## src/dol_consts.svh

```systemverilog
// Constants of the output-state and lock control: offsets, fields, resets, timing
`ifndef DOL_CONSTS_SVH
`define DOL_CONSTS_SVH
// ==========================================================
// Register word indexes (byte address is four times the index)
`define DOL_IDX_CTRL     2
`define DOL_IDX_EQ       3
`define DOL_IDX_STAT     4
`define DOL_IDX_IRQ_ST   5
`define DOL_IDX_IRQ_CLR  6
`define DOL_IDX_IRQ_EN   7
`define DOL_IDX_ERRCNT   8
// ==========================================================
// Field positions
`define DOL_CTRL_OSC_BIT 5
`define DOL_EQ_MAN_BIT   0
`define DOL_EQ_VAL_LSB   1
`define DOL_IRQ_LOCK_UP  0
`define DOL_IRQ_LOCK_DN  1
`define DOL_IRQ_FRM_ERR  2
// ==========================================================
// Reset values
`define DOL_CTRL_RST     8'h00
`define DOL_EQ_RST       5'h00
`define DOL_IRQ_EN_RST   3'h0
// ==========================================================
// Timing
`define DOL_CLK_MHZ      40
`define DOL_ACT_TO_NS    1000
`define DOL_ACT_TO_CYC   ((`DOL_ACT_TO_NS * `DOL_CLK_MHZ) / 1000)
`define DOL_PASS_LOW_NS  100
`define DOL_PASS_LOW_CYC ((`DOL_PASS_LOW_NS * `DOL_CLK_MHZ + 999) / 1000)
`define DOL_ADAPT_NS     2000
`define DOL_ADAPT_CYC    ((`DOL_ADAPT_NS * `DOL_CLK_MHZ) / 1000)
`define DOL_OSC_HALF_NS  100
`define DOL_OSC_HALF_CYC ((`DOL_OSC_HALF_NS * `DOL_CLK_MHZ + 999) / 1000)
`define DOL_LOCK_EDGES   16
`define DOL_FRAME_BITS   9
`define DOL_STG_SLOTS    8
`endif

```

## src/dol_pkg.sv

```systemverilog
// Types shared by the output-state and lock control
package dol_pkg;
  typedef enum logic [1:0] {ST_DOWN, ST_ACQ, ST_LOCK} dol_lock_state_t;
  typedef logic [7:0] dol_word_t;
endpackage : dol_pkg

```

## src/dol_stg_if.sv

```systemverilog
// Carrier between the control and the output stagger
`timescale 1ns/1ps
interface dol_stg_if;
  logic       load;
  logic [7:0] word_in;
  logic [7:0] word_out;
  modport ctrl (output load, output word_in, input word_out);
  modport stg  (input load, input word_in, output word_out);
endinterface : dol_stg_if

```

## src/dol_ctrl.sv

```systemverilog
// Output-state, lock status, equalizer and self-test control of the link receiver
//
// Behaviour
// Powerdown-bar high starts clock-data recovery acquiring lock on the serial stream.
// Lock sequence complete drives lock high; recovered data and clock are valid.
// Powerdown-bar low tri-states all; output enable low drives low or tri-states. The monitor pair and irq are driven low instead.
// Enabled, static link: lock/data low; select 0 clock low or oscillator; 1 flag high.
// Enabled, active link: lock high; select 0 holds low, select 1 passes live.
// Equalizer adapts on its own; a register can force a manual level.
// Equalized serial signal is shown on a differential monitor pair.
// Parallel outputs switch in random slots spread over a fixed window.
// Powerdown-bar low returns every control register to its default.
// In self-test the result flag pulses low once for each errored frame.
//
// The AXI4-Lite interface to the registers and the address map are this design's own decisions.
`timescale 1ns/1ps
`include "dol_consts.svh"
module dol_ctrl
  import dol_pkg::*;
(
  // Clock and reset
  input  wire logic        clk_sys,
  input  wire logic        reset,
  // Control pins
  input  wire logic        powerdown_bar,
  input  wire logic        output_drive_enable,
  input  wire logic        idle_output_state_select,
  input  wire logic        self_test_enable,
  // Serial link after the front end
  input  wire logic        link_clk,
  input  wire logic        link_data,
  // Parallel outputs with enables, then the monitor pair and interrupt without enables
  output logic             lock_o,
  output logic             lock_oe,
  output logic             pass_o,
  output logic             pass_oe,
  output logic [7:0]       audio_data,
  output logic             audio_data_oe,
  output logic             sys_clk_out,
  output logic             sys_clk_out_oe,
  output logic             equalizer_monitor_p,
  output logic             equalizer_monitor_n,
  output logic             irq,
  // AXI4-Lite slave
  input  wire logic [7:0]  s_axi_awaddr,
  input  wire logic        s_axi_awvalid,
  output logic             s_axi_awready,
  input  wire logic [31:0] s_axi_wdata,
  input  wire logic [3:0]  s_axi_wstrb,
  input  wire logic        s_axi_wvalid,
  output logic             s_axi_wready,
  output logic [1:0]       s_axi_bresp,
  output logic             s_axi_bvalid,
  input  wire logic        s_axi_bready,
  input  wire logic [7:0]  s_axi_araddr,
  input  wire logic        s_axi_arvalid,
  output logic             s_axi_arready,
  output logic [31:0]      s_axi_rdata,
  output logic [1:0]       s_axi_rresp,
  output logic             s_axi_rvalid,
  input  wire logic        s_axi_rready
);
  // ==========================================================
  // Pin synchronisers
  logic [5:0]      sync_m_r;
  logic [5:0]      sync_s_r;
  logic            clk_q_r;
  logic            pdb_q_r;
  logic            bist_q_r;
  logic            pdb_s;
  logic            oen_s;
  logic            oss_s;
  logic            bist_s;
  logic            clk_s;
  logic            data_s;
  logic            link_edge;

  always_ff @(posedge clk_sys) begin
    if (reset) begin
      sync_m_r <= 6'h00;
      sync_s_r <= 6'h00;
    end else begin
      sync_m_r <= {powerdown_bar, output_drive_enable, idle_output_state_select,
                   self_test_enable, link_clk, link_data};
      sync_s_r <= sync_m_r;
    end
  end

  assign {pdb_s, oen_s, oss_s, bist_s, clk_s, data_s} = sync_s_r;
  assign link_edge = clk_s & ~clk_q_r;

  always_ff @(posedge clk_sys) begin
    if (reset) begin
      clk_q_r  <= 1'b0;
      pdb_q_r  <= 1'b0;
      bist_q_r <= 1'b0;
    end else begin
      clk_q_r  <= clk_s;
      pdb_q_r  <= pdb_s;
      bist_q_r <= bist_s;
    end
  end

  // ==========================================================
  // Link activity and lock sequence
  dol_lock_state_t state_r;
  logic [7:0]      idle_cnt_r;
  logic [7:0]      edge_cnt_r;
  logic            active;
  logic            locked;

  assign active = (idle_cnt_r < 8'(`DOL_ACT_TO_CYC));
  assign locked = (state_r == ST_LOCK);

  // An edge gap longer than the timeout marks the link static
  always_ff @(posedge clk_sys) begin
    if (reset || link_edge) begin
      idle_cnt_r <= 8'h00;
    end else if (active) begin
      idle_cnt_r <= idle_cnt_r + 8'h01;
    end
  end

  always_ff @(posedge clk_sys) begin
    if (reset || !pdb_s) begin
      state_r    <= ST_DOWN;
      edge_cnt_r <= 8'h00;
    end else begin
      unique case (state_r)
        ST_DOWN: begin
          state_r    <= ST_ACQ;
          edge_cnt_r <= 8'h00;
        end
        ST_ACQ: begin
          // An edge counts even when it ends an idle gap
          if (link_edge) begin
            if (edge_cnt_r == 8'(`DOL_LOCK_EDGES - 1)) begin
              state_r <= ST_LOCK;
            end
            edge_cnt_r <= edge_cnt_r + 8'h01;
          end else if (!active) begin
            edge_cnt_r <= 8'h00;
          end
        end
        ST_LOCK: begin
          if (!active) begin
            state_r    <= ST_ACQ;
            edge_cnt_r <= 8'h00;
          end
        end
      endcase
    end
  end

  // ==========================================================
  // Frame capture and self-test check (even parity over nine bits)
  logic [8:0]      shift_r;
  logic [3:0]      bit_cnt_r;
  logic            frame_done_r;
  logic            frame_err_r;
  logic [2:0]      pass_low_r;
  logic [7:0]      err_cnt_r;
  dol_stg_if       stg_if ();

  always_ff @(posedge clk_sys) begin
    if (reset || !locked) begin
      shift_r      <= 9'h000;
      bit_cnt_r    <= 4'h0;
      frame_done_r <= 1'b0;
      frame_err_r  <= 1'b0;
    end else begin
      frame_done_r <= 1'b0;
      frame_err_r  <= 1'b0;
      if (link_edge) begin
        shift_r <= {shift_r[7:0], data_s};
        if (bit_cnt_r == 4'(`DOL_FRAME_BITS - 1)) begin
          bit_cnt_r    <= 4'h0;
          frame_done_r <= 1'b1;
          frame_err_r  <= ^{shift_r[7:0], data_s};
        end else begin
          bit_cnt_r <= bit_cnt_r + 4'h1;
        end
      end
    end
  end

  // One low pulse per errored frame so the frames can be counted
  always_ff @(posedge clk_sys) begin
    if (reset || !bist_s) begin
      pass_low_r <= 3'h0;
    end else if (frame_err_r) begin
      pass_low_r <= 3'(`DOL_PASS_LOW_CYC);
    end else if (pass_low_r != 3'h0) begin
      pass_low_r <= pass_low_r - 3'h1;
    end
  end

  // Count survives the end of a session; a new session restarts it
  always_ff @(posedge clk_sys) begin
    if (reset || (bist_s && !bist_q_r)) begin
      err_cnt_r <= 8'h00;
    end else if (bist_s && frame_err_r && err_cnt_r != 8'hff) begin
      err_cnt_r <= err_cnt_r + 8'h01;
    end
  end

  always_ff @(posedge clk_sys) begin
    if (reset) begin
      stg_if.load    <= 1'b0;
      stg_if.word_in <= 8'h00;
    end else begin
      stg_if.load    <= frame_done_r;
      stg_if.word_in <= shift_r[8:1];
    end
  end

  dol_stagger u_stagger (
    .clk_sys (clk_sys),
    .reset   (reset),
    .stg     (stg_if.stg)
  );

  // ==========================================================
  // AXI4-Lite slave
  logic [7:0]      ctrl_r;
  logic [4:0]      eq_r;
  logic [2:0]      irq_st_r;
  logic [2:0]      irq_en_r;
  logic [7:0]      awaddr_q_r;
  logic [31:0]     wdata_q_r;
  logic            wstrb0_q_r;
  logic            do_wr;
  logic [3:0]      wr_idx;
  logic [3:0]      rd_idx;
  logic [3:0]      eq_level_r;

  // Word index of an address, or 4'hf when nothing lives there
  function automatic logic [3:0] dol_dec(input logic [7:0] a);
    logic [3:0] idx;
    idx = a[5:2];
    if (a[1:0] != 2'h0 || a[7:6] != 2'h0) begin
      dol_dec = 4'hf;
    end else if (idx >= 4'(`DOL_IDX_CTRL) && idx <= 4'(`DOL_IDX_ERRCNT)) begin
      dol_dec = idx;
    end else begin
      dol_dec = 4'hf;
    end
  endfunction : dol_dec

  assign do_wr  = !s_axi_awready && !s_axi_wready && !s_axi_bvalid;
  assign wr_idx = dol_dec(awaddr_q_r);
  assign rd_idx = dol_dec(s_axi_araddr);

  always_ff @(posedge clk_sys) begin
    if (reset) begin
      s_axi_awready <= 1'b1;
      s_axi_wready  <= 1'b1;
      s_axi_bvalid  <= 1'b0;
      s_axi_bresp   <= 2'h0;
      awaddr_q_r    <= 8'h00;
      wdata_q_r     <= 32'h00000000;
      wstrb0_q_r    <= 1'b0;
    end else begin
      if (s_axi_awvalid && s_axi_awready) begin
        awaddr_q_r    <= s_axi_awaddr;
        s_axi_awready <= 1'b0;
      end
      if (s_axi_wvalid && s_axi_wready) begin
        wdata_q_r    <= s_axi_wdata;
        wstrb0_q_r   <= s_axi_wstrb[0];
        s_axi_wready <= 1'b0;
      end
      if (do_wr) begin
        s_axi_bvalid <= 1'b1;
        s_axi_bresp  <= (wr_idx == 4'hf) ? 2'h2 : 2'h0;
      end
      if (s_axi_bvalid && s_axi_bready) begin
        s_axi_bvalid  <= 1'b0;
        s_axi_awready <= 1'b1;
        s_axi_wready  <= 1'b1;
      end
    end
  end

  always_ff @(posedge clk_sys) begin
    if (reset) begin
      s_axi_arready <= 1'b1;
      s_axi_rvalid  <= 1'b0;
      s_axi_rdata   <= 32'h00000000;
      s_axi_rresp   <= 2'h0;
    end else if (s_axi_arvalid && s_axi_arready) begin
      s_axi_arready <= 1'b0;
      s_axi_rvalid  <= 1'b1;
      s_axi_rresp   <= (rd_idx == 4'hf) ? 2'h2 : 2'h0;
      unique case (rd_idx)
        4'(`DOL_IDX_CTRL):   s_axi_rdata <= {24'h000000, ctrl_r};
        4'(`DOL_IDX_EQ):     s_axi_rdata <= {27'h0000000, eq_r};
        4'(`DOL_IDX_STAT):   s_axi_rdata <= {24'h000000, eq_level_r, 1'b0,
                                             bist_s, active, locked};
        4'(`DOL_IDX_IRQ_ST): s_axi_rdata <= {29'h00000000, irq_st_r};
        4'(`DOL_IDX_IRQ_EN): s_axi_rdata <= {29'h00000000, irq_en_r};
        4'(`DOL_IDX_ERRCNT): s_axi_rdata <= {24'h000000, err_cnt_r};
        default:             s_axi_rdata <= 32'h00000000;
      endcase
    end else if (s_axi_rvalid && s_axi_rready) begin
      s_axi_rvalid  <= 1'b0;
      s_axi_arready <= 1'b1;
    end
  end

  // Configuration drops to defaults whenever the part is powered down
  always_ff @(posedge clk_sys) begin
    if (reset || !pdb_s) begin
      ctrl_r   <= `DOL_CTRL_RST;
      eq_r     <= `DOL_EQ_RST;
      irq_en_r <= `DOL_IRQ_EN_RST;
    end else if (do_wr && wstrb0_q_r) begin
      if (wr_idx == 4'(`DOL_IDX_CTRL)) begin
        ctrl_r <= wdata_q_r[7:0];
      end
      if (wr_idx == 4'(`DOL_IDX_EQ)) begin
        eq_r <= wdata_q_r[4:0];
      end
      if (wr_idx == 4'(`DOL_IDX_IRQ_EN)) begin
        irq_en_r <= wdata_q_r[2:0];
      end
    end
  end

  // ==========================================================
  // Interrupts: a new event wins over a clear in the same cycle
  logic [2:0]      irq_ev;
  logic [2:0]      irq_clr;
  logic            locked_q_r;

  assign irq_ev  = {frame_err_r & bist_s, locked_q_r & ~locked, locked & ~locked_q_r};
  assign irq_clr = (do_wr && wstrb0_q_r && wr_idx == 4'(`DOL_IDX_IRQ_CLR)) ?
                   wdata_q_r[2:0] : 3'h0;

  always_ff @(posedge clk_sys) begin
    if (reset) begin
      locked_q_r <= 1'b0;
      irq_st_r   <= 3'h0;
      irq        <= 1'b0;
    end else begin
      locked_q_r <= locked;
      irq_st_r   <= (irq_st_r & ~irq_clr) | irq_ev;
      irq        <= |(irq_st_r & irq_en_r);
    end
  end

  // ==========================================================
  // Adaptive equalizer with manual override
  logic [7:0]      adapt_cnt_r;
  logic [3:0]      adapt_lvl_r;
  logic            eq_man;

  assign eq_man = eq_r[`DOL_EQ_MAN_BIT];

  // Steps the gain every DOL_ADAPT_CYC cycles spent acquiring, holds it once locked
  always_ff @(posedge clk_sys) begin
    if (reset || !pdb_s) begin
      adapt_cnt_r <= 8'h00;
      adapt_lvl_r <= 4'h0;
    end else if (state_r == ST_ACQ) begin
      if (adapt_cnt_r == 8'(`DOL_ADAPT_CYC - 1)) begin
        adapt_cnt_r <= 8'h00;
        adapt_lvl_r <= adapt_lvl_r + 4'h1;
      end else begin
        adapt_cnt_r <= adapt_cnt_r + 8'h01;
      end
    end else begin
      adapt_cnt_r <= 8'h00;
    end
  end

  always_ff @(posedge clk_sys) begin
    if (reset) begin
      eq_level_r <= 4'h0;
    end else begin
      eq_level_r <= eq_man ? eq_r[`DOL_EQ_VAL_LSB +: 4] : adapt_lvl_r;
    end
  end

  // Monitor pair shows the received level; quiet while powered down
  always_ff @(posedge clk_sys) begin
    if (reset) begin
      equalizer_monitor_p <= 1'b0;
      equalizer_monitor_n <= 1'b0;
    end else begin
      equalizer_monitor_p <= pdb_s & data_s;
      equalizer_monitor_n <= pdb_s & ~data_s;
    end
  end

  // ==========================================================
  // Internal oscillator for the idle system clock
  logic [2:0]      osc_cnt_r;
  logic            osc_r;

  always_ff @(posedge clk_sys) begin
    if (reset) begin
      osc_cnt_r <= 3'h0;
      osc_r     <= 1'b0;
    end else if (osc_cnt_r == 3'(`DOL_OSC_HALF_CYC - 1)) begin
      osc_cnt_r <= 3'h0;
      osc_r     <= ~osc_r;
    end else begin
      osc_cnt_r <= osc_cnt_r + 3'h1;
    end
  end

  // ==========================================================
  // Output states
  logic            live;
  logic            idle_osc;

  assign live     = oen_s && locked && oss_s;
  assign idle_osc = oen_s && !locked && !oss_s && ctrl_r[`DOL_CTRL_OSC_BIT];

  always_ff @(posedge clk_sys) begin
    if (reset) begin
      lock_o         <= 1'b0;
      lock_oe        <= 1'b0;
      pass_o         <= 1'b0;
      pass_oe        <= 1'b0;
      audio_data     <= 8'h00;
      audio_data_oe  <= 1'b0;
      sys_clk_out    <= 1'b0;
      sys_clk_out_oe <= 1'b0;
    end else begin
      lock_oe        <= pdb_s;
      lock_o         <= pdb_s && locked;
      pass_oe        <= pdb_s && (oen_s || !oss_s);
      audio_data_oe  <= pdb_s && (oen_s || !oss_s);
      sys_clk_out_oe <= pdb_s && (oen_s || !oss_s);
      audio_data     <= live ? stg_if.word_out : 8'h00;
      if (!oen_s) begin
        pass_o <= 1'b0;
      end else if (!locked) begin
        pass_o <= oss_s;
      end else begin
        pass_o <= oss_s && (pass_low_r == 3'h0);
      end
      sys_clk_out <= live ? clk_s : (idle_osc ? osc_r : 1'b0);
    end
  end
endmodule : dol_ctrl

```

## src/dol_stagger.sv

```systemverilog
// Staggered update of the parallel data word in pseudo-random slots
`timescale 1ns/1ps
`include "dol_consts.svh"
module dol_stagger
  import dol_pkg::*;
(
  // Clock and reset
  input wire logic clk_sys,
  input wire logic reset,
  // Word to stagger
  dol_stg_if.stg   stg
);
  logic [23:0] lfsr_r;
  logic [23:0] slot_r;
  logic [2:0]  cnt_r;
  logic        busy_r;
  dol_word_t   hold_r;

  // Taps 24,23,22,17 give a maximal sequence; never all-zero after reset
  always_ff @(posedge clk_sys) begin
    if (reset) begin
      lfsr_r <= 24'h000001;
    end else begin
      lfsr_r <= {lfsr_r[22:0], lfsr_r[23] ^ lfsr_r[22] ^ lfsr_r[21] ^ lfsr_r[16]};
    end
  end

  // Each bit moves in its own random slot inside an eight-cycle window
  always_ff @(posedge clk_sys) begin
    if (reset) begin
      slot_r       <= 24'h000000;
      cnt_r        <= 3'h0;
      busy_r       <= 1'b0;
      hold_r       <= 8'h00;
      stg.word_out <= 8'h00;
    end else if (stg.load) begin
      hold_r <= stg.word_in;
      slot_r <= lfsr_r;
      cnt_r  <= 3'h0;
      busy_r <= 1'b1;
    end else if (busy_r) begin
      for (int i = 0; i < 8; i++) begin
        if (slot_r[i*3 +: 3] == cnt_r) begin
          stg.word_out[i] <= hold_r[i];
        end
      end
      cnt_r <= cnt_r + 3'h1;
      if (cnt_r == 3'(`DOL_STG_SLOTS - 1)) begin
        busy_r <= 1'b0;
      end
    end
  end
endmodule : dol_stagger

```

## config.mk

```make
export PLATFORM = sky130hd
export DESIGN_NAME = dol_ctrl
export DESIGN_NICKNAME = d
export VERILOG_FILES = /design/src/dol_pkg.sv /design/src/dol_stg_if.sv /design/src/dol_ctrl.sv /design/src/dol_stagger.sv
export VERILOG_INCLUDE_DIRS = /design/src
export SDC_FILE = /design/constraint.sdc
export NUM_CORES = 1
export LEC_CHECK = 0
export BUFFER_PORTS_ARGS = -buffer_cell sky130_fd_sc_hd__buf_4
export CAP_MARGIN = 20
export CORE_MARGIN = 2
export CORE_UTILIZATION = 55
export DETAILED_ROUTE_END_ITERATION = 10
export PLACE_DENSITY = 0.77
export REMOVE_ABC_BUFFERS = 1
export SETUP_SLACK_MARGIN = 0.4
export SYNTH_ARGS = -nofsm -noshare
export SYNTH_HDL_FRONTEND = slang
export SYNTH_SLANG_ARGS = --single-unit
export TNS_END_PERCENT = 20
```

## constraint.sdc

```tcl
create_clock -name clk_sys -period 2.2 [get_ports clk_sys]
set_input_delay 0.22 -clock clk_sys [delete_from_list [all_inputs] [get_ports clk_sys]]
set_output_delay 0.22 -clock clk_sys [all_outputs]
set_load 0.02 [all_outputs]
```

==> results_dict.tcl, run 1 <==
set metrics [dict create \
    reg_top3 "u_stagger.lfsr_r x24, u_stagger.slot_r x24, shift_r x9" \
    r2r_setup_slack_ps 440 \
    fin_crit_sh_pct 80.2 \
    startpoint "u_stagger.busy_r$_SDFF_PP0_" \
    setup_violations 0 \
    leakage_nw 4.04 \
    intPower_w 0.00637 \
    synth_warnings 0 \
    slew_headroom_pct 57.3 \
    synthesis.area_um2 8890 \
    sequentialPowerShare_pct 50.9 \
    hold_path_startpoint "s_axi_awaddr[2]" \
    post_drt_wl_per_cell_um 14.1 \
    cp.depth 4 \
    final_cell_mix "dfxtp_1, nor2_1, buf_4, nand2_1, mux2i_1" \
    synth-simple-area-share_pct 20.9 \
    start_kind "flop" \
    end_kind "flop" \
    synth_top_family_by_area "simple AND/OR/NAND/NOR gates" \
    grt_max_degree 46 \
    synthDominantCellAreaShare_pct 50.2 \
    die_y_um 131 \
    critical-path-top-delay-family "simple AND/OR/NAND/NOR gates" \
    pin_count 124 \
    drt-total-wl_um 17900 \
    crit_fanout 8 \
    diodes 0 \
    max_stage_delay_ps 610 \
    clock_path_buffers 3 \
    setup_tns_ps 0 \
    crit_end "u_stagger.stg.word_out[7]$_SDFFE_PP0P_" \
    synth-compound-area-share_pct 8.28 \
    synth_cell_types 59 \
    antenna_found_initial 0 \
    gp_congestion 0.844 \
    drive_gt1_share_pct 13.8 \
    cp_data_required_time_ps 2570 \
    vias 6526 \
    drt_iter0_drc 400 \
    grt_overflow 0 \
    ys.flop_type "dfxtp_1" \
    clk_latency_ps 500 \
    worstSetupPathType "flop to flop" \
    synth_seq_area_share_pct 50.2 \
    track_usage_pct 20.4 \
    r2r-end "u_stagger.stg.word_out[7]$_SDFFE_PP0P_" \
    net-switching-power_w 0.00178 \
    worst_slew_pin_slew_ps 635 \
    synth_edf_count 0 \
    comb_power_share_pct 5.0 \
    cts_tree "yes" \
    status "finished, final reports clean" \
    fmax_ghz 0.567 \
    dr.pass1.iters 6 \
    initial_utilization_pct 56.2 \
    seq_area_um2 4470 \
    async_flop_share_pct 0 \
    placed_cell_area_um2 9520 \
    synth-xor-area-share_pct 5.52 \
    finalCoreUtilization_pct 66.6 \
    port_buffers 70 \
    die_area_um2 17200 \
    area_growth_pct 18.5 \
    worstPathCellList "nand2b_1, nor4_1, mux2i_1, nor2_1" \
    multiInputGateArea_um2 4060 \
    vias_per_cell 5.13 \
    dp_hpwl_um 11800 \
    drv_slew 0 \
    synth_fa_ha_area_share_pct 2.25 \
    p_clk_share_pct 44.1 \
    coreArea_um2 15800 \
    worstReg2RegStart "u_stagger.busy_r$_SDFF_PP0_" \
    swShare_pct 21.9 \
    ys_ff_latch 223 \
    yosys.area.top_type "dfxtp_1" \
    cts_sinks 223 \
    avgSynthCellArea_um2 9.39 \
    fin_skew_ps 5.75 \
    cts_buffers 23 \
    layout_commonest_cell "dfxtp_1" \
    htree_num_levels 1 \
    cp_num_buf_inv 0 \
    die_w_um 131 \
    ir_worst_vdd_mv 0.634 \
    fin_area_um2 10500 \
    yosys-top-cells-area "dfxtp_1, mux2i_1, nor2_1" \
    grt_pass1_vias 6247 \
    post-route-min-period_ps 1760 \
    postSynthCellCount 947 \
    grt_pass1_wl_um 29800 \
    drv_cap 0 \
    crit_slowest_cell "nor4_1" \
    final_hold_viol_count 0 \
    fill_cells 1258 \
    p_per_area_nw_per_um2 773 \
    rsz0062_at_grt "yes" \
    critical_path_arrival_ps 2130 \
    r2r_cells 4 \
    synth.mux.area_fraction_pct 7.47 \
    ant_nets 0 \
    layout.nets 1121 \
    cts_root_buffer "clkbuf_16" \
    rows 46 \
    hp-class "input port to flop" \
    drc 0 \
    clkTransAtPathRegs_ps 60 \
]
metal layers:
layer	track usage (%)	vias to the layer above	part of all wire (%)
met5	0	-	0
met4	4.59	0	1.1
met3	2.97	17	4.7
met2	34.3	118	48
met1	28.0	3067	47
li1	-	3324	-
what timing repair did:
action,in CTS,in global routing
endpoints found under the hold margin,25,0
setup buffers,1,2
pin swaps,1,3
gates cloned,0,0
setup endpoints to repair,4,23
hold buffers,26,0
gates resized for setup,0,3
worst min path at each step:
stage / end / slack (ps) / cells after the start
after floorplan: awaddr_q_r[0]$_SDFFE_PP0P_ / 290 / 1
after global placement: osc_cnt_r[0]$_SDFF_PP0_ / 420 / 1
after detailed placement: osc_cnt_r[0]$_SDFF_PP0_ / 430 / 1
after CTS: awaddr_q_r[2]$_SDFFE_PP0P_ / 0.8 / 3
after global routing: awaddr_q_r[2]$_SDFFE_PP0P_ / 20 / 3
final: awaddr_q_r[2]$_SDFFE_PP0P_ / 20 / 3
layout make-up:
class / instances / area share (%)
clock buffer: 34 / 6.33
clock inverter: 7 / 0.404
inverter: 22 / 0.784
multi-input combinational: 654 / 38.5
sequential: 223 / 42.4
tap: 216 / 2.57
timing repair buffer: 116 / 9.00
worst register-to-register path: cells and delay by family, from the launching register on:
kind,cells,cell delay (ps)
flops,1,440
mux,1,260
simple gates,3,920
cells by family after synthesis:
| logic type | after synthesis |
|---|---|
| AND/OR/NAND/NOR | 366 |
| flip-flops | 223 |
| AO/OA/AOI/OAI | 124 |
| buffers and inverters | 95 |
| multiplexers | 66 |
| XOR/XNOR | 56 |
| adder cells (fa/ha/maj) | 16 |
| other | 1 |
synth_stat cells (all sizes together), types with 4 or more instances:
cell type	instances
nor4	15
xor2	37
a31oi	4
inv	21
nand2b	14
nor2	109
nor2b	51
nor3b	5
buf	39
mux2i	63
nand2	80
a21oi	62
ha	16
o21ai	26
and2	16
nand3	28
a22oi	8
dfxtp	223
nand4	10
nor3	20
a32oi	4
clkbuf	34
or3	6
xnor2	19
through the flow:
step           setup slack (ps)  total power (W)  cells  hold slack [ps]
3_5_place_dp                415          0.00459   1202              432
4_1_cts                     397          0.00822   1270            0.838
5_1_grt                     334          0.00846   1272             20.9
6_report                    437          0.00815   1272             19.9
3_3_place_gp                463          0.00458   1202              416
2_1_floorplan               121          0.00441    899              289
power groups by stage:
stage               logic, W  clock network, W  registers [W]
finish              0.000406           0.00359        0.00415
global route        0.000443           0.00386        0.00415
CTS                 0.000397           0.00368        0.00415
detailed placement  0.000357                 0        0.00423
global placement    0.000351                 0        0.00423
floorplan           0.000175                 0        0.00424
Power figures use the tool's default switching activity.
==> run 2, diff against run 1 <==
--- a/config.mk
+++ b/config.mk
@@ -9,9 +9,9 @@
 export BUFFER_PORTS_ARGS = -buffer_cell sky130_fd_sc_hd__buf_4
 export CAP_MARGIN = 20
 export CORE_MARGIN = 2
-export CORE_UTILIZATION = 55
+export CORE_UTILIZATION = 51
 export DETAILED_ROUTE_END_ITERATION = 10
-export PLACE_DENSITY = 0.77
+export PLACE_DENSITY = 0.75
 export REMOVE_ABC_BUFFERS = 1
 export SETUP_SLACK_MARGIN = 0.4
 export SYNTH_ARGS = -nofsm -noshare
==> constraint.sdc (replaced) <==
create_clock -name clk_sys -period 1.5 [get_ports clk_sys]
set_input_delay 0.15 -clock clk_sys [delete_from_list [all_inputs] [get_ports clk_sys]]
set_output_delay 0.15 -clock clk_sys [all_outputs]
set_load 0.02 [all_outputs]
==> run 2 against run 1 <==
The flow now finishes with violations (setup timing). Clock skew rose by 6.0 ps. Design area increased by 17%. Maximum frequency is 6.3% higher. Die area rose by 7.6%. Register-to-register slack got worse by 600 ps. Critical endpoint is now eq_r[1]$_SDFFE_PP0P_.
==> results_dict.tcl, run 2 (synthesized netlist as in run 1, its figures left out) <==
set metrics [dict create \
    status "finished with violations" \
    violations "setup timing" \
    max_stage_delay_ps 360 \
    vias_per_cell 5.24 \
    final_hold_viol_count 0 \
    cts_sinks 223 \
    grt_overflow 0 \
    drive_gt1_share_pct 36.1 \
    critical_path_arrival_ps 2040 \
    drc 0 \
    leakage_nw 4.63 \
    vias 7049 \
    layoutNonFillerInstCount 1345 \
    layout_commonest_cell "dfxtp_1" \
    clkTransAtPathRegs_ps 60 \
    p_clk_share_pct 44.4 \
    intPower_w 0.00957 \
    hold_slack_ps 58.1 \
    crit_fanout 4 \
    initial_utilization_pct 51.7 \
    fin_crit_sh_pct 111 \
    drt_iter0_drc 429 \
    fin_area_um2 12300 \
    r2r_cells 6 \
    cts_root_buffer "clkbuf_16" \
    post_drt_wl_per_cell_um 15.9 \
    grt_max_degree 49 \
    rows 48 \
    start_kind "flop" \
    p_per_area_nw_per_um2 999 \
    final_cell_mix "dfxtp_1, nor2_1, buf_4, nand2_1, mux2i_1" \
    coreArea_um2 17200 \
    htree_num_levels 1 \
    critical-path-top-delay-family "simple AND/OR/NAND/NOR gates" \
    fin_skew_ps 11.7 \
    hold_path_depth 3 \
    swShare_pct 22.0 \
    cts_tree "yes" \
    diodes 0 \
    placed_cell_area_um2 9980 \
    layout.nets 1186 \
    antenna_found_initial 0 \
    cp.depth 6 \
    worstReg2RegStart "awaddr_q_r[0]$_SDFFE_PP0P_" \
    port_buffers 70 \
    dp_hpwl_um 12400 \
    track_usage_pct 22.1 \
    drv_cap 0 \
    gp_congestion 0.865 \
    area_growth_pct 38.2 \
    cp_data_required_time_ps 1880 \
    die_w_um 136 \
    comb_power_share_pct 6.1 \
    post-route-min-period_ps 1660 \
    end_kind "flop" \
    cp_num_buf_inv 1 \
    die_y_um 136 \
    dp.cells 1264 \
    fmax_ghz 0.603 \
    drt-total-wl_um 21400 \
    grt_pass1_vias 6922 \
    rsz0062_at_grt "yes" \
    crit_slowest_cell "nor4_4" \
    setup_violations 26 \
    clk_latency_ps 500 \
    grt_pass1_wl_um 33400 \
    startpoint "awaddr_q_r[0]$_SDFFE_PP0P_" \
    worstPathCellList "nor4_4, nand3_2, nor4_4, buf_4, mux2i_1, nor2_1" \
    sequentialPowerShare_pct 49.5 \
    layout_setup_ws_ps -159 \
    cpMostUsedCell "nor4_4" \
    drv_slew 0 \
    clock_path_buffers 3 \
    hold_path_startpoint "s_axi_araddr[5]" \
    die_area_um2 18500 \
    ir_worst_vdd_mv 0.830 \
    worstSetupPathType "flop to flop" \
    ant_nets 0 \
    cts_buffers 23 \
    net-switching-power_w 0.00270 \
    pin_count 124 \
    hp-class "input port to flop" \
    dr.pass1.iters 5 \
    reg_top3 "u_stagger.lfsr_r x24, u_stagger.slot_r x24, shift_r x9" \
]
-- run 2: cell types whose count changed in the layout (fill, tap and decap cells not counted), moves of 12 or more --
cell and change:
dfxtp_1 -62, buf_6 +56, dfxtp_2 +52, a21oi_1 -21
a21oi_2 +19, o21ai_0 -16, ha_1 -12, o21ai_1 +12
-- run 2: worst paths after layout --
path,endpoint,slack [ps]
worst min register to register,sync_s_r[0]$_SDFF_PP0_,440
worst max-delay path,eq_r[1]$_SDFFE_PP0P_,-160
worst min-delay path,s_axi_rdata[4]$_SDFFE_PP0P_,60
worst max register to register,eq_r[1]$_SDFFE_PP0P_,-160
-- run 2: power by group through the flow --
stage / combinational, W / sequential (W) / clock, W
2_1_floorplan: 0.000257 / 0.00622 / 0
3_5_place_dp: 0.000598 / 0.00620 / 0
6_report: 0.000750 / 0.00607 / 0.00545
4_1_cts: 0.000707 / 0.00607 / 0.00555
3_3_place_gp: 0.000587 / 0.00619 / 0
5_1_grt: 0.000811 / 0.00608 / 0.00583
-- run 2: area by class of cell --
| cell class | instances | area (um^2) |
|---|---|---|
| clock buffers | 34 | 667 |
| clock inverters | 6 | 57.6 |
| multi-input cells | 654 | 4870 |
| fillers | 1141 | 4890 |
| well taps | 225 | 282 |
| flip-flops and latches | 223 | 4570 |
| repair buffers | 181 | 1760 |
| inverters | 22 | 85.1 |
-- run 2: worst min-delay path, cell delays in order --
cell,delay (ps)
buf_4,160
a31oi_1,100
o21ai_1,100
-- run 2: stage by stage --
step                      total power (W)  setup WS, ps  setup TNS (ps)  util [%]
final                              0.0123          -159           -2180      71.5
after global routing               0.0127          -272           -4830      71.5
after CTS                          0.0123          -164           -2430      69.2
after detailed placement          0.00679          -191           -2530      58.1
after global placement            0.00678          -162           -1780      58.1
after floorplan                   0.00647          -579          -20540         -
-- run 2: routing by layer --
layer	wire [um]	track usage, %	vias up
li1	-	-	3451
met4	584	6.54	0
met3	1030	3.13	45
met2	10800	37.9	189
met1	8970	28.9	3364
met5	0	0	-
-- run 2: timing repair --
item                                   in CTS  in global routing
cloned                                      1                  0
pin swaps                                 110                108
endpoints found under the hold margin      30                  0
hold buffers                               29                  0
buffers inserted                           10                  1
gates resized for setup                   233                105
setup endpoints to repair                 176                167
==> run 3, diff against run 2 <==
--- a/config.mk
+++ b/config.mk
@@ -9,9 +9,10 @@
 export BUFFER_PORTS_ARGS = -buffer_cell sky130_fd_sc_hd__buf_4
 export CAP_MARGIN = 20
 export CORE_MARGIN = 2
-export CORE_UTILIZATION = 51
+export CORE_UTILIZATION = 54
+export CTS_BUF_LIST = sky130_fd_sc_hd__clkbuf_8
 export DETAILED_ROUTE_END_ITERATION = 10
-export PLACE_DENSITY = 0.75
+export PLACE_DENSITY = 0.79
 export REMOVE_ABC_BUFFERS = 1
 export SETUP_SLACK_MARGIN = 0.4
 export SYNTH_ARGS = -nofsm -noshare
==> run 3 against run 2 <==
The flow still finishes with violations (setup timing). Flip-flop and latch count unchanged. Sequential power is essentially flat. Combinational power is 3% higher. Die area decreased by 5.4%. Critical path type unchanged.
==> results_dict.tcl, run 3 (synthesized netlist as in run 1, its figures left out) <==
set metrics [dict create \
    status "finished with violations" \
    violations "setup timing" \
    initial_utilization_pct 55.6 \
    drv_cap 0 \
    worst_slew_pin_slew_ps 555 \
    diodes 0 \
    drive_gt1_share_pct 34.8 \
    layout.nets 1213 \
    port_buffers 70 \
    end_kind "flop" \
    drt-total-wl_um 24900 \
    clock_path_buffers 3 \
    clk_latency_ps 540 \
    dr.pass1.iters 5 \
    final_hold_viol_count 0 \
    post-route-min-period_ps 1780 \
    p_per_area_nw_per_um2 996 \
    drv_slew 0 \
    die_y_um 132 \
    cts_buffers 37 \
    cpMostUsedCell "buf_4" \
    dp.cells 1252 \
    rsz0062_at_grt "yes" \
    post_drt_wl_per_cell_um 18.2 \
    worstSetupPathType "flop to flop" \
    setup_violations 26 \
    slew_headroom_pct 62.9 \
    fmax_ghz 0.562 \
    power.total_w 0.0122 \
    final_cell_mix "dfxtp_1, nor2_1, buf_4, nand2_1, mux2i_1" \
    cts_tree "yes" \
    crit_slowest_cell "dfxtp_2" \
    grt_pass1_vias 6662 \
    ant_nets 0 \
    rows 46 \
    die_w_um 132 \
    drc 0 \
    setup_tns_ps -4160 \
    reg_top3 "u_stagger.lfsr_r x24, u_stagger.slot_r x24, shift_r x9" \
    fin_crit_sh_pct 119 \
    grt_max_degree 39 \
    track_usage_pct 21.7 \
    pin_count 124 \
    leakage_nw 4.68 \
    cp.depth 7 \
    layout_commonest_cell "dfxtp_1" \
    hold_path_depth 3 \
    r2r_cells 7 \
    htree_num_levels 2 \
    cp_num_buf_inv 2 \
    ir_worst_vdd_mv 0.676 \
    antenna_found_initial 0 \
    fin_skew_ps 33.4 \
    cp_data_required_time_ps 1910 \
    crit_fanout 4 \
    hp-class "input port to flop" \
    drt_iter0_drc 769 \
    dp_hpwl_um 12300 \
    start_kind "flop" \
    die_area_um2 17500 \
    gp_congestion 0.828 \
    layout_setup_ws_ps -281 \
    coreArea_um2 16000 \
    grt_overflow 0 \
    worstPathCellList "nor4_4, buf_4, nand4_4, nor3_4, buf_4, mux2i_1, nor2_1" \
    cts_sinks 223 \
    cts_root_buffer "clkbuf_8" \
    layoutNonFillerInstCount 1366 \
    clkTransAtPathRegs_ps 60 \
    critical_path_arrival_ps 2190 \
    vias_per_cell 5.56 \
    vias 7597 \
    critical-path-top-delay-family "simple AND/OR/NAND/NOR gates" \
    max_stage_delay_ps 330 \
    grt_pass1_wl_um 31600 \
    area_growth_pct 37.2 \
]
run 3: worst paths after layout:
path	start	slack [ps]	to
worst max-delay path	awaddr_q_r[0]$_SDFFE_PP0P_	-280	ctrl_r[0]$_SDFFE_PP0P_
worst min-delay path	reset	40	idle_cnt_r[5]$_SDFFE_PP0N_
worst max register to register	awaddr_q_r[0]$_SDFFE_PP0P_	-280	ctrl_r[0]$_SDFFE_PP0P_
worst min register to register	sync_m_r[0]$_SDFF_PP0_	440	sync_s_r[0]$_SDFF_PP0_
run 3: metrics by stage:
step           util [%]  area [um^2]  worst slack (ps)  hold WS [ps]
6_report           76.2        12200              -281          38.5
5_1_grt            76.2        12200              -360          25.4
4_1_cts            70.1        11200              -179          10.3
3_5_place_dp       62.0         9920              -204           369
3_3_place_gp       62.0         9920              -146           363
2_1_floorplan         -         8590              -579           219
run 3: power by group:
part	switching [W]	internal, W	leakage, nW	total [W]
logic	0.000420	0.000350	2.45	0.000769
clock network	0.00236	0.00294	0.400	0.00530
registers	0.0000773	0.00600	1.83	0.00608
total	0.00285	0.00930	4.68	0.0122
run 3: metal layers:
metal	share of wire, %	wire [um]	up-vias	GRT usage (%)
met5	0	0	-	0
met4	3.2	801	0	7.29
met3	6.3	1570	82	4.88
met2	51	12700	378	37.1
met1	39	9840	3626	27.1
li1	-	-	3511	-
run 3: timing repair:
| action | in CTS | in global routing |
|---|---|---|
| gates cloned | 0 | 1 |
| gates resized for setup | 50 | 248 |
| hold buffers | 33 | 0 |
| pin swaps | 13 | 109 |
| hold endpoints to repair | 34 | 0 |
| setup endpoints to repair | 169 | 181 |
| setup buffers | 9 | 14 |
run 3: worst min-delay path: cells and delay by family:
kind                   cells  cell delay (ps)
AO/OA/AOI/OAI              1               90
buffers and inverters      1              200
AND/OR/NAND/NOR            1               50
run 3: cell type report:
class                           count  area (um^2)
Timing Repair Buffer              194         1850
Clock buffer                       47          647
Inverter                           22         87.6
Fill cell                         923         3800
Tap cell                          216          270
Multi-Input combinational cell    654         4730
Sequential cell                   223         4550
Clock inverter                     10         63.8
